==> config.mk <==
export PLATFORM = sky130hd
export DESIGN_NAME = scps_clock_select
export DESIGN_NICKNAME = d
export VERILOG_FILES = /design/src/scps_pkg.sv /design/src/scps_clock_select.sv
export VERILOG_INCLUDE_DIRS = /design/src /design/src/src
export SDC_FILE = /design/constraint.sdc
export NUM_CORES = 1
export LEC_CHECK = 0
export BUFFER_PORTS_ARGS = -buffer_cell sky130_fd_sc_hd__buf_4
export CAP_MARGIN = 20
export CORE_MARGIN = 2
export CORE_UTILIZATION = 57
export CTS_CLUSTER_SIZE = 28
export DETAILED_ROUTE_END_ITERATION = 8
export PLACE_DENSITY = 0.88
export SETUP_SLACK_MARGIN = 0.1
export SLEW_MARGIN = 40
export SYNTH_ARGS = -nofsm -noshare
export SYNTH_HDL_FRONTEND = slang
export SYNTH_SLANG_ARGS = --single-unit
==> constraint.sdc <==
create_clock -name clk -period 5.8 [get_ports clk]
set_clock_uncertainty 0.1 [all_clocks]
set_input_delay 0.87 -clock clk [delete_from_list [all_inputs] [get_ports clk]]
set_output_delay 0.87 -clock clk [all_outputs]
set_load 0.005 [all_outputs]
==> src/scps_cfg.svh <==
// constants for the system clock source and pll select block
`ifndef SCPS_CFG_SVH
`define SCPS_CFG_SVH

// ----------------------------------------------------------------
// register byte offsets
// ----------------------------------------------------------------
`define SCPS_ADDR_CLOCK_DIVISOR_REG    12'h000
`define SCPS_ADDR_FBD       12'h004
`define SCPS_ADDR_STATUS    12'h008

// ----------------------------------------------------------------
// clock divisor and feedback register fields
// ----------------------------------------------------------------
`define SCPS_PRE_LSB        0
`define SCPS_PRE_MSB        4
`define SCPS_POST_LSB       6
`define SCPS_POST_MSB       7
`define SCPS_RCDIV_LSB      8
`define SCPS_RCDIV_MSB      10
`define SCPS_RCEN_BIT       11
`define SCPS_FBD_MSB        8

// ----------------------------------------------------------------
// reset values and configuration load wait
// ----------------------------------------------------------------
`define SCPS_CLOCK_DIVISOR_REG_RST     12'h000
`define SCPS_FBD_RST        9'h01E
`define SCPS_ERASED_SRC     3'h7
`define SCPS_ERASED_MODE    2'h3
`define SCPS_LOAD_WAIT      2'h3

// ----------------------------------------------------------------
// initial source codes and primary modes
// ----------------------------------------------------------------
`define SCPS_SRC_FRC        3'h7
`define SCPS_SRC_RSV_HI     3'h6
`define SCPS_SRC_LOW_POWER_RC_OSC       3'h5
`define SCPS_SRC_SEC        3'h4
`define SCPS_SRC_PRI_PLL    3'h3
`define SCPS_SRC_PRI        3'h2
`define SCPS_SRC_FRC_PLL    3'h1
`define SCPS_SRC_RSV_LO     3'h0
`define SCPS_MODE_HS        2'h2
`define SCPS_MODE_XT        2'h1
`define SCPS_MODE_EC        2'h0
`define SCPS_MODE_OFF       2'h3

// ----------------------------------------------------------------
// divider arithmetic
// ----------------------------------------------------------------
`define SCPS_N1_OFS         6'h02
`define SCPS_M_OFS          10'h002
`define SCPS_N2_BASE        4'h2
`define SCPS_N2_MAX         4'h8
`define SCPS_RC_BASE        9'h002
`define SCPS_ACC_MAX        12'hFFF

`endif

==> src/scps_pkg.sv <==
// types for the system clock source and pll select block
package scps_pkg;

  // apb request from the master
  typedef struct packed {
    logic        psel;
    logic        penable;
    logic        pwrite;
    logic [11:0] paddr;
    logic [31:0] pwdata;
  } scps_apb_req_t;

  // oscillator selections that the block can run on
  typedef enum logic [2:0] {
    SCPS_SEL_FRC,
    SCPS_SEL_FRC_DIV,
    SCPS_SEL_FRC_PLL,
    SCPS_SEL_PRI,
    SCPS_SEL_PRI_PLL,
    SCPS_SEL_SEC,
    SCPS_SEL_LOW_POWER_RC_OSC
  } scps_sel_t;

  typedef struct packed {
    logic [3:0]  syncA;
    logic [3:0]  syncB;
    logic [3:0]  syncC;
    logic [5:0]  cfgA;
    logic [5:0]  cfgB;
    logic [1:0]  loadCnt;
    logic        loaded;
    logic [2:0]  initialSource;
    logic [1:0]  primaryMode;
    logic        oscPinFunction;
    logic [11:0] clockDivisor;
    logic [8:0]  pllFeedback;
    logic [7:0]  rcCnt;
    logic        rcTick;
    logic [11:0] pllAcc;
    logic        oscTick;
    logic        icLevel;
    logic        icTick;
    logic        lprcTick;
    logic [31:0] prdata;
  } scps_state_t;

endpackage

==> src/scps_clock_select.sv <==
// system clock source select, fast rc postscaler and pll rate model
//
// Notes on behaviour
// RULE1: seven selectable system clock choices offered
// RULE2: fast rc postscaler divides 2 to 256
// RULE3: source taken from configuration fields at reset
// RULE4: primary mode 11 code table decoded
// RULE5: codes 011/010 pick primary, mode picks type
// RULE6: erased configuration starts on fast rc
// RULE7: instruction clock is oscillator divided by two
// RULE8: software keeps instruction clock at most 40 MHz
// RULE9: only primary or fast rc feed pll
// RULE10: prescale n1 2..33 from bits 4:0
// RULE11: software keeps vco input 0.8-8 MHz
// RULE12: vco multiplied by m from feedback field
// RULE13: postscale n2 of 2,4,8 from bits 7:6
// RULE14: pll output is input times m/(n1*n2)
// RULE15: encodings 0->n1 2, 0x1E->m 32, 0->n2 2
// RULE16: low power rc also references watchdog and monitor
// RULE17: pin function set by own configuration bit
// RULE18: n1 and m are field values plus two
`timescale 1ns/10ps

`include "scps_cfg.svh"

module scps_clock_select
  import scps_pkg::*;
(
  input  wire logic          clk,
  input  wire logic          sys_rst,
  input  wire logic          ce,
  input  wire scps_apb_req_t apbReq,
  output logic        [31:0] prdata,
  output logic               pready,
  output logic               pslverr,
  input  wire logic          fastRcOsc,
  input  wire logic          primaryOscInPin,
  input  wire logic          secondaryOscInPin,
  input  wire logic          lowPowerRcOsc,
  input  wire logic    [2:0] initialSourceCfg,
  input  wire logic    [1:0] primaryModeCfg,
  input  wire logic          oscPinFunctionCfg,
  output logic               oscTick,
  output logic               instructionClock,
  output logic               instructionTick,
  output logic               lowPowerRefTick,
  output logic               primaryOutPinIsIo,
  output scps_sel_t          activeSel,
  output logic               pllActive
);

  // ----------------------------------------------------------------
  // state
  // ----------------------------------------------------------------
  scps_state_t st_reg;
  scps_state_t st_next;

  logic [3:0]  srcEdge;
  logic        frcTick;
  logic        priTick;
  logic        secTick;
  logic        lprcEdge;
  logic [4:0]  pllPrescaleSel;
  logic [1:0]  pllPostscaleSel;
  logic [2:0]  rcPostscaleSel;
  logic        rcPostEn;
  logic [5:0]  n1;
  logic [9:0]  m;
  logic [3:0]  n2;
  logic [9:0]  pll_feedback_sel;
  logic [8:0]  rcLimit;
  logic        pllInTick;
  logic        rawTick;
  logic [12:0] accSum;
  logic        setup;
  logic        mapped;
  logic        wrEn;
  logic [31:0] rdValue;

  // ----------------------------------------------------------------
  // decode
  // ----------------------------------------------------------------
  // oscillators are free running and foreign, so only synced copies are read
  assign srcEdge  = st_reg.syncB & ~st_reg.syncC;
  assign frcTick  = srcEdge[0];
  assign priTick  = srcEdge[1];
  assign secTick  = srcEdge[2];
  assign lprcEdge = srcEdge[3];

  assign pllPrescaleSel  = st_reg.clockDivisor[`SCPS_PRE_MSB:`SCPS_PRE_LSB];    // [RULE10]
  assign pllPostscaleSel = st_reg.clockDivisor[`SCPS_POST_MSB:`SCPS_POST_LSB];  // [RULE13]
  assign rcPostscaleSel  = st_reg.clockDivisor[`SCPS_RCDIV_MSB:`SCPS_RCDIV_LSB]; // [RULE2]
  assign rcPostEn        = st_reg.clockDivisor[`SCPS_RCEN_BIT];

  assign n1 = {1'b0, pllPrescaleSel} + `SCPS_N1_OFS;            // [RULE18] [RULE15]
  assign m  = {1'b0, st_reg.pllFeedback} + `SCPS_M_OFS;         // [RULE18] [RULE12]

  // code 10 is not a documented ratio; it is treated as the slowest
  always_comb begin
    case (pllPostscaleSel)                                       // [RULE13] [RULE15]
      2'h0:    n2 = `SCPS_N2_BASE;
      2'h1:    n2 = `SCPS_N2_BASE << 1;
      default: n2 = `SCPS_N2_MAX;
    endcase
  end

  assign pll_feedback_sel  = {4'h0, n1} * {6'h00, n2};                     // [RULE14]
  assign rcLimit = `SCPS_RC_BASE << rcPostscaleSel;             // [RULE2]

  // ----------------------------------------------------------------
  // source selection
  // ----------------------------------------------------------------
  always_comb begin
    case (st_reg.initialSource)                                  // [RULE4] [RULE5]
      `SCPS_SRC_FRC:     activeSel = rcPostEn ? SCPS_SEL_FRC_DIV : SCPS_SEL_FRC; // [RULE1]
      `SCPS_SRC_LOW_POWER_RC_OSC:    activeSel = SCPS_SEL_LOW_POWER_RC_OSC;
      `SCPS_SRC_SEC:     activeSel = SCPS_SEL_SEC;
      `SCPS_SRC_PRI_PLL: activeSel = SCPS_SEL_PRI_PLL;
      `SCPS_SRC_PRI:     activeSel = SCPS_SEL_PRI;
      `SCPS_SRC_FRC_PLL: activeSel = SCPS_SEL_FRC_PLL;
      // reserved codes fall back to the internal fast rc so the core still runs
      default:           activeSel = SCPS_SEL_FRC;
    endcase
  end

  assign pllActive = (activeSel == SCPS_SEL_FRC_PLL) || (activeSel == SCPS_SEL_PRI_PLL);
  // only primary or fast rc can reach the pll; others bypass it
  assign pllInTick = (activeSel == SCPS_SEL_PRI_PLL) ? priTick : frcTick; // [RULE9]

  always_comb begin
    case (activeSel)
      SCPS_SEL_FRC_DIV: rawTick = st_reg.rcTick;                // [RULE2]
      SCPS_SEL_PRI:     rawTick = priTick;                      // [RULE5]
      SCPS_SEL_SEC:     rawTick = secTick;
      SCPS_SEL_LOW_POWER_RC_OSC:    rawTick = lprcEdge;
      default:          rawTick = frcTick;
    endcase
  end

  // rate model: m credits per input edge, one output per n1*n2 credits;
  // output is capped at one per clk, so the model saturates above that
  assign accSum = {1'b0, st_reg.pllAcc} + (pllInTick ? {3'h0, m} : 13'h0000); // [RULE14]

  // ----------------------------------------------------------------
  // apb slave
  // ----------------------------------------------------------------
  assign setup  = apbReq.psel && !apbReq.penable;
  assign mapped = (apbReq.paddr == `SCPS_ADDR_CLOCK_DIVISOR_REG) ||
                  (apbReq.paddr == `SCPS_ADDR_FBD) ||
                  (apbReq.paddr == `SCPS_ADDR_STATUS);
  assign wrEn   = apbReq.psel && apbReq.penable && apbReq.pwrite && ce;

  always_comb begin
    case (apbReq.paddr)
      `SCPS_ADDR_CLOCK_DIVISOR_REG: rdValue = {20'h00000, st_reg.clockDivisor};
      `SCPS_ADDR_FBD:    rdValue = {23'h000000, st_reg.pllFeedback};
      `SCPS_ADDR_STATUS: rdValue = {9'h000, n1, m, pllActive,
                                    st_reg.oscPinFunction, st_reg.primaryMode,
                                    st_reg.initialSource};
      default:           rdValue = 32'h00000000;
    endcase
  end

  // read data is latched in setup so the access phase never waits
  assign pready  = 1'b1;
  assign pslverr = apbReq.psel && apbReq.penable && !mapped;

  // ----------------------------------------------------------------
  // next state
  // ----------------------------------------------------------------
  always_comb begin
    st_next = st_reg;
    st_next.syncA = {lowPowerRcOsc, secondaryOscInPin, primaryOscInPin, fastRcOsc};
    st_next.syncB = st_reg.syncA;
    st_next.syncC = st_reg.syncB;
    st_next.cfgA  = {oscPinFunctionCfg, primaryModeCfg, initialSourceCfg};
    st_next.cfgB  = st_reg.cfgA;

    // configuration is caught once, after the synchroniser has filled
    if (!st_reg.loaded) begin
      if (st_reg.loadCnt == `SCPS_LOAD_WAIT) begin
        st_next.loaded         = 1'b1;
        st_next.initialSource  = st_reg.cfgB[2:0];               // [RULE3]
        st_next.primaryMode    = st_reg.cfgB[4:3];               // [RULE3]
        st_next.oscPinFunction = st_reg.cfgB[5];                 // [RULE17]
      end else begin
        st_next.loadCnt = st_reg.loadCnt + 2'h1;
      end
    end

    st_next.rcTick = 1'b0;
    if (frcTick) begin
      if (st_reg.rcCnt == 8'(rcLimit - 9'h001)) begin            // [RULE2]
        st_next.rcCnt  = 8'h00;
        st_next.rcTick = 1'b1;
      end else begin
        st_next.rcCnt = st_reg.rcCnt + 8'h01;
      end
    end

    if (pllActive) begin
      if (accSum >= {3'h0, pll_feedback_sel}) begin
        st_next.oscTick = 1'b1;                                  // [RULE14]
        st_next.pllAcc  = 12'(accSum - {3'h0, pll_feedback_sel});
      end else begin
        st_next.oscTick = 1'b0;
        st_next.pllAcc  = accSum[11:0];
      end
      if (accSum > {1'b0, `SCPS_ACC_MAX}) begin
        st_next.pllAcc = `SCPS_ACC_MAX;
      end
    end else begin
      st_next.oscTick = rawTick;                                 // [RULE9]
      st_next.pllAcc  = 12'h000;
    end

    st_next.icTick = 1'b0;
    if (st_reg.oscTick) begin
      st_next.icLevel = !st_reg.icLevel;                         // [RULE7]
      st_next.icTick  = st_reg.icLevel;                          // [RULE7]
    end

    st_next.lprcTick = lprcEdge;                                 // [RULE16]

    if (setup) begin
      st_next.prdata = rdValue;
    end
    if (wrEn && apbReq.paddr == `SCPS_ADDR_CLOCK_DIVISOR_REG) begin
      st_next.clockDivisor = apbReq.pwdata[11:0];
    end
    if (wrEn && apbReq.paddr == `SCPS_ADDR_FBD) begin
      st_next.pllFeedback = apbReq.pwdata[`SCPS_FBD_MSB:0];      // [RULE12]
    end
  end

  // ----------------------------------------------------------------
  // registers
  // ----------------------------------------------------------------
  always_ff @(posedge clk) begin
    if (sys_rst) begin
      st_reg                <= '0;
      st_reg.initialSource  <= `SCPS_ERASED_SRC;                 // [RULE6]
      st_reg.primaryMode    <= `SCPS_ERASED_MODE;                // [RULE6]
      st_reg.clockDivisor   <= `SCPS_CLOCK_DIVISOR_REG_RST;
      st_reg.pllFeedback    <= `SCPS_FBD_RST;
    end else if (ce) begin
      st_reg <= st_next;
    end
  end

  // ----------------------------------------------------------------
  // outputs
  // ----------------------------------------------------------------
  assign prdata            = st_reg.prdata;
  assign oscTick           = st_reg.oscTick;
  assign instructionClock  = st_reg.icLevel;
  assign instructionTick   = st_reg.icTick;
  assign lowPowerRefTick   = st_reg.lprcTick;
  assign primaryOutPinIsIo = st_reg.oscPinFunction;

endmodule

==> flow_metrics.py <==
metrics = {
    "status": {
        "outcome": "finished, final reports clean",
    },
    "cells_and_area": {
        "mostFrequentLayoutCells": "114 x nor2_1, 101 x dfxtp_1, 79 x nand2_1",
        "finalNetCount": 883,
        "drive_above_1_share_pct": 14.34,
        "syn_to_final_growth_pct": 9.988,
        "antenna_cells": 0,
        "layout_commonest_cell": "nor2_1",
        "largest_register_ffs": 49,
    },
    "clocking": {
        "cts_tree": "yes",
        "cts_buffers": 9,
        "ctsHtreeMaxLevel": 3,
        "cts-root-buf": "clkbuf_8",
        "clkLatencyLatePin_ps": 390,
        "clkTransAtPathRegs_ps": 110,
        "clock-sinks": 102,
        "max-clock-path-buffers": 2,
    },
    "sta": {
        "tns_ps": 0,
        "finalSetupViolCount": 0,
        "fin_crit_sh_pct": 89.69,
        "max_clock_freq_mhz": 192.2,
        "drv_slew": 0,
        "rsz0062_at_grt": "false",
        "worst_slew_pin_slew_ps": 830.1,
        "fin_crit_ps": 5202,
        "hold_viol": 0,
        "slew_headroom_pct": 44.66,
    },
    "placement": {
        "portBuffers": 72,
        "dp.final_hpwl_mm": 10.16,
        "globalplace.congestion": 0.8777,
    },
    "setup_path": {
        "crit_arrival_ps": 5420,
        "criticalPathCategory": "reg -> reg",
        "cp-start-kind": "flip-flop",
        "end_kind": "flip-flop",
        "crit_fanout": 7,
        "cp.required_ps": 6010,
    },
    "route": {
        "vias_per_cell": 5.662,
        "wl_mm": 13.85,
        "initialDrtViolationCount": 464,
        "drtAntennaViolNets": 0,
        "firstDrtPassIters": 6,
        "drc": 0,
        "routedWlPerCell_um": 14.93,
        "vias": 5254,
    },
    "power": {
        "p_comb_share_pct": 8.0,
        "irDropWorstVdd_mv": 0.2129,
        "switching_share_pct": 27.41,
        "powerDensity_nw_per_um2": 185.2,
        "power_w": 0.001283,
        "power.share.clock_pct": 36.2,
        "pwr-share-seq_pct": 55.8,
        "leakage_nw": 3.003,
        "power_switching_w": 0.0003518,
        "intPower_w": 0.0009316,
    },
    "grt": {
        "antenna_found_initial": 0,
        "grtUsageMet3_pct": 4.662,
        "top_usage_layer": "met2",
        "grt_use_total_pct": 24.00,
        "grtUsageMet2_pct": 39.17,
        "overflow": 0,
        "grt_pass1_vias": 4846,
        "grtUsageMet1_pct": 31.72,
        "grt_first_pass_wirelength_mm": 22.45,
        "grt_max_degree": 86,
    },
    "synth": {
        "yosys_warnings": 0,
        "synthCells": 755,
        "seq_area_frac_synth_pct": 32.41,
        "synth_flop_cell": "dfxtp_1",
        "synth_cell_types": 61,
        "synth-edff-count": 0,
        "synth_area_per_cell_um2": 8.346,
        "async_reset_ff_share_pct": 0,
        "syn_area_um2": 6301,
        "yosys_register_bits": 102,
    },
    "run": {
        "max_cap_violations": 0,
    },
    "die": {
        "fp.dieArea_um2": 11910,
        "start_util_pct": 58.38,
        "row_count": 38,
        "die_w_um": 109.1,
        "die_h_um": 109.1,
        "io_pins": 103,
        "core_um2": 10790,
    },
    "min_path": {
        "hold_class": "reg -> reg",
    },
}
layout make-up:
cell class | count | area (µm²)
timing repair buffer | 77 | 581.8
clock buffer | 9 | 123.9
multi-input combinational | 559 | 3792
inverter | 34 | 127.6
fill | 878 | 3862
tap | 140 | 175.2
clock inverter | 7 | 86.33
sequential | 102 | 2043
power by group through the flow:
stage / clock network, W / registers, W / logic [W]
after CTS: 0.000474 / 0.000717 / 0.000101
after global routing: 0.000501 / 0.000718 / 0.000111
final: 0.000465 / 0.000717 / 0.000102
after floorplan: 0 / 0.000731 / 0.0000700
after global placement: 0 / 0.000732 / 0.0000990
after detailed placement: 0 / 0.000733 / 0.000101
critical path, cell delays in order, from the launching register on:
cell and delay [ps]:
dfxtp_2 410, ha_1 190, xor2_1 290, nand2_1 120
fa_1 510, inv_1 40, ha_1 310, ha_1 310
a21o_1 170, a21oi_1 250, xnor2_1 160, ha_1 300
a21oi_2 260, nand2_1 80, o31ai_1 210, a211oi_1 90
o32ai_2 360, maj3_4 310, nand2_4 110, mux2_4 330
a221oi_2 200
through the flow:
stage,utilization (%),cell area (µm²),hold WS [ps],std cells,worst slack [ps]
after global placement,62.04,6696,343.2,911,606.9
after global routing,64.21,6930,386.0,928,176.5
after CTS,64.06,6914,368.0,927,408.6
after detailed placement,62.11,6704,352.6,911,472.1
final,64.21,6930,363.6,928,598.0
after floorplan,-,6331,332.2,763,776.1
synth_stat cells (all sizes together) (5+ instances only):
library cell / count / area share, %
o22ai: 5 / 0.50
o21ai: 22 / 1.7
a221oi: 7 / 1.6
a22oi: 17 / 2.0
nor2b: 11 / 1.1
xnor2: 28 / 3.9
fa: 6 / 1.9
nand3: 13 / 1.0
o31a: 5 / 0.69
buf: 40 / 4.4
inv: 34 / 2.0
dfxtp: 102 / 32
clkbuf: 28 / 1.7
nand2: 80 / 4.9
and2: 6 / 0.60
o21a: 5 / 0.60
nor2: 115 / 6.9
nor3: 11 / 0.87
ha: 34 / 6.8
a21oi: 37 / 3.0
o211ai: 7 / 0.83
mux2i: 74 / 12
xor2: 12 / 1.7
logic make-up (layout without fill, tap and decap cells):
kind of cell	count (synthesis)	count (layout)	share of synthesized area [%]
xor+xnor	40	40	5.560
buf+inv	102	127	8.062
simple gates	257	257	17.63
compound gates	133	133	14.85
other cells	2	10	0.1192
flops	102	102	32.41
fa+ha+maj	44	44	9.373
mux	75	75	11.99
worst paths after layout:
| path | startpoint | to | slack (ps) | cells past startpoint |
|---|---|---|---|---|
| setup / recovery | pllPrescaleSel[1] | st_reg[37] | 600 | 20 |
| hold / removal | prdata[16] | prdata[16] | 360 | 2 |
| setup reg to reg | pllPrescaleSel[1] | st_reg[37] | 600 | 20 |
| hold reg to reg | prdata[16] | prdata[16] | 360 | 2 |
per-layer routing:
metal  vias to the layer above  part of all wire, %
met5                         -                    0
met4                         0                  2.0
met3                        27                  5.9
met2                       168                   47
met1                      2433                   45
li1                       2626                    -
timing repair:
item                                    in CTS  in global routing
resized for setup                            0                  2
buffers inserted                             0                  1
hold buffers                                 0                  0
endpoints found under the setup margin       0                  6
Note: power is estimated with default switching activity, not from simulation.
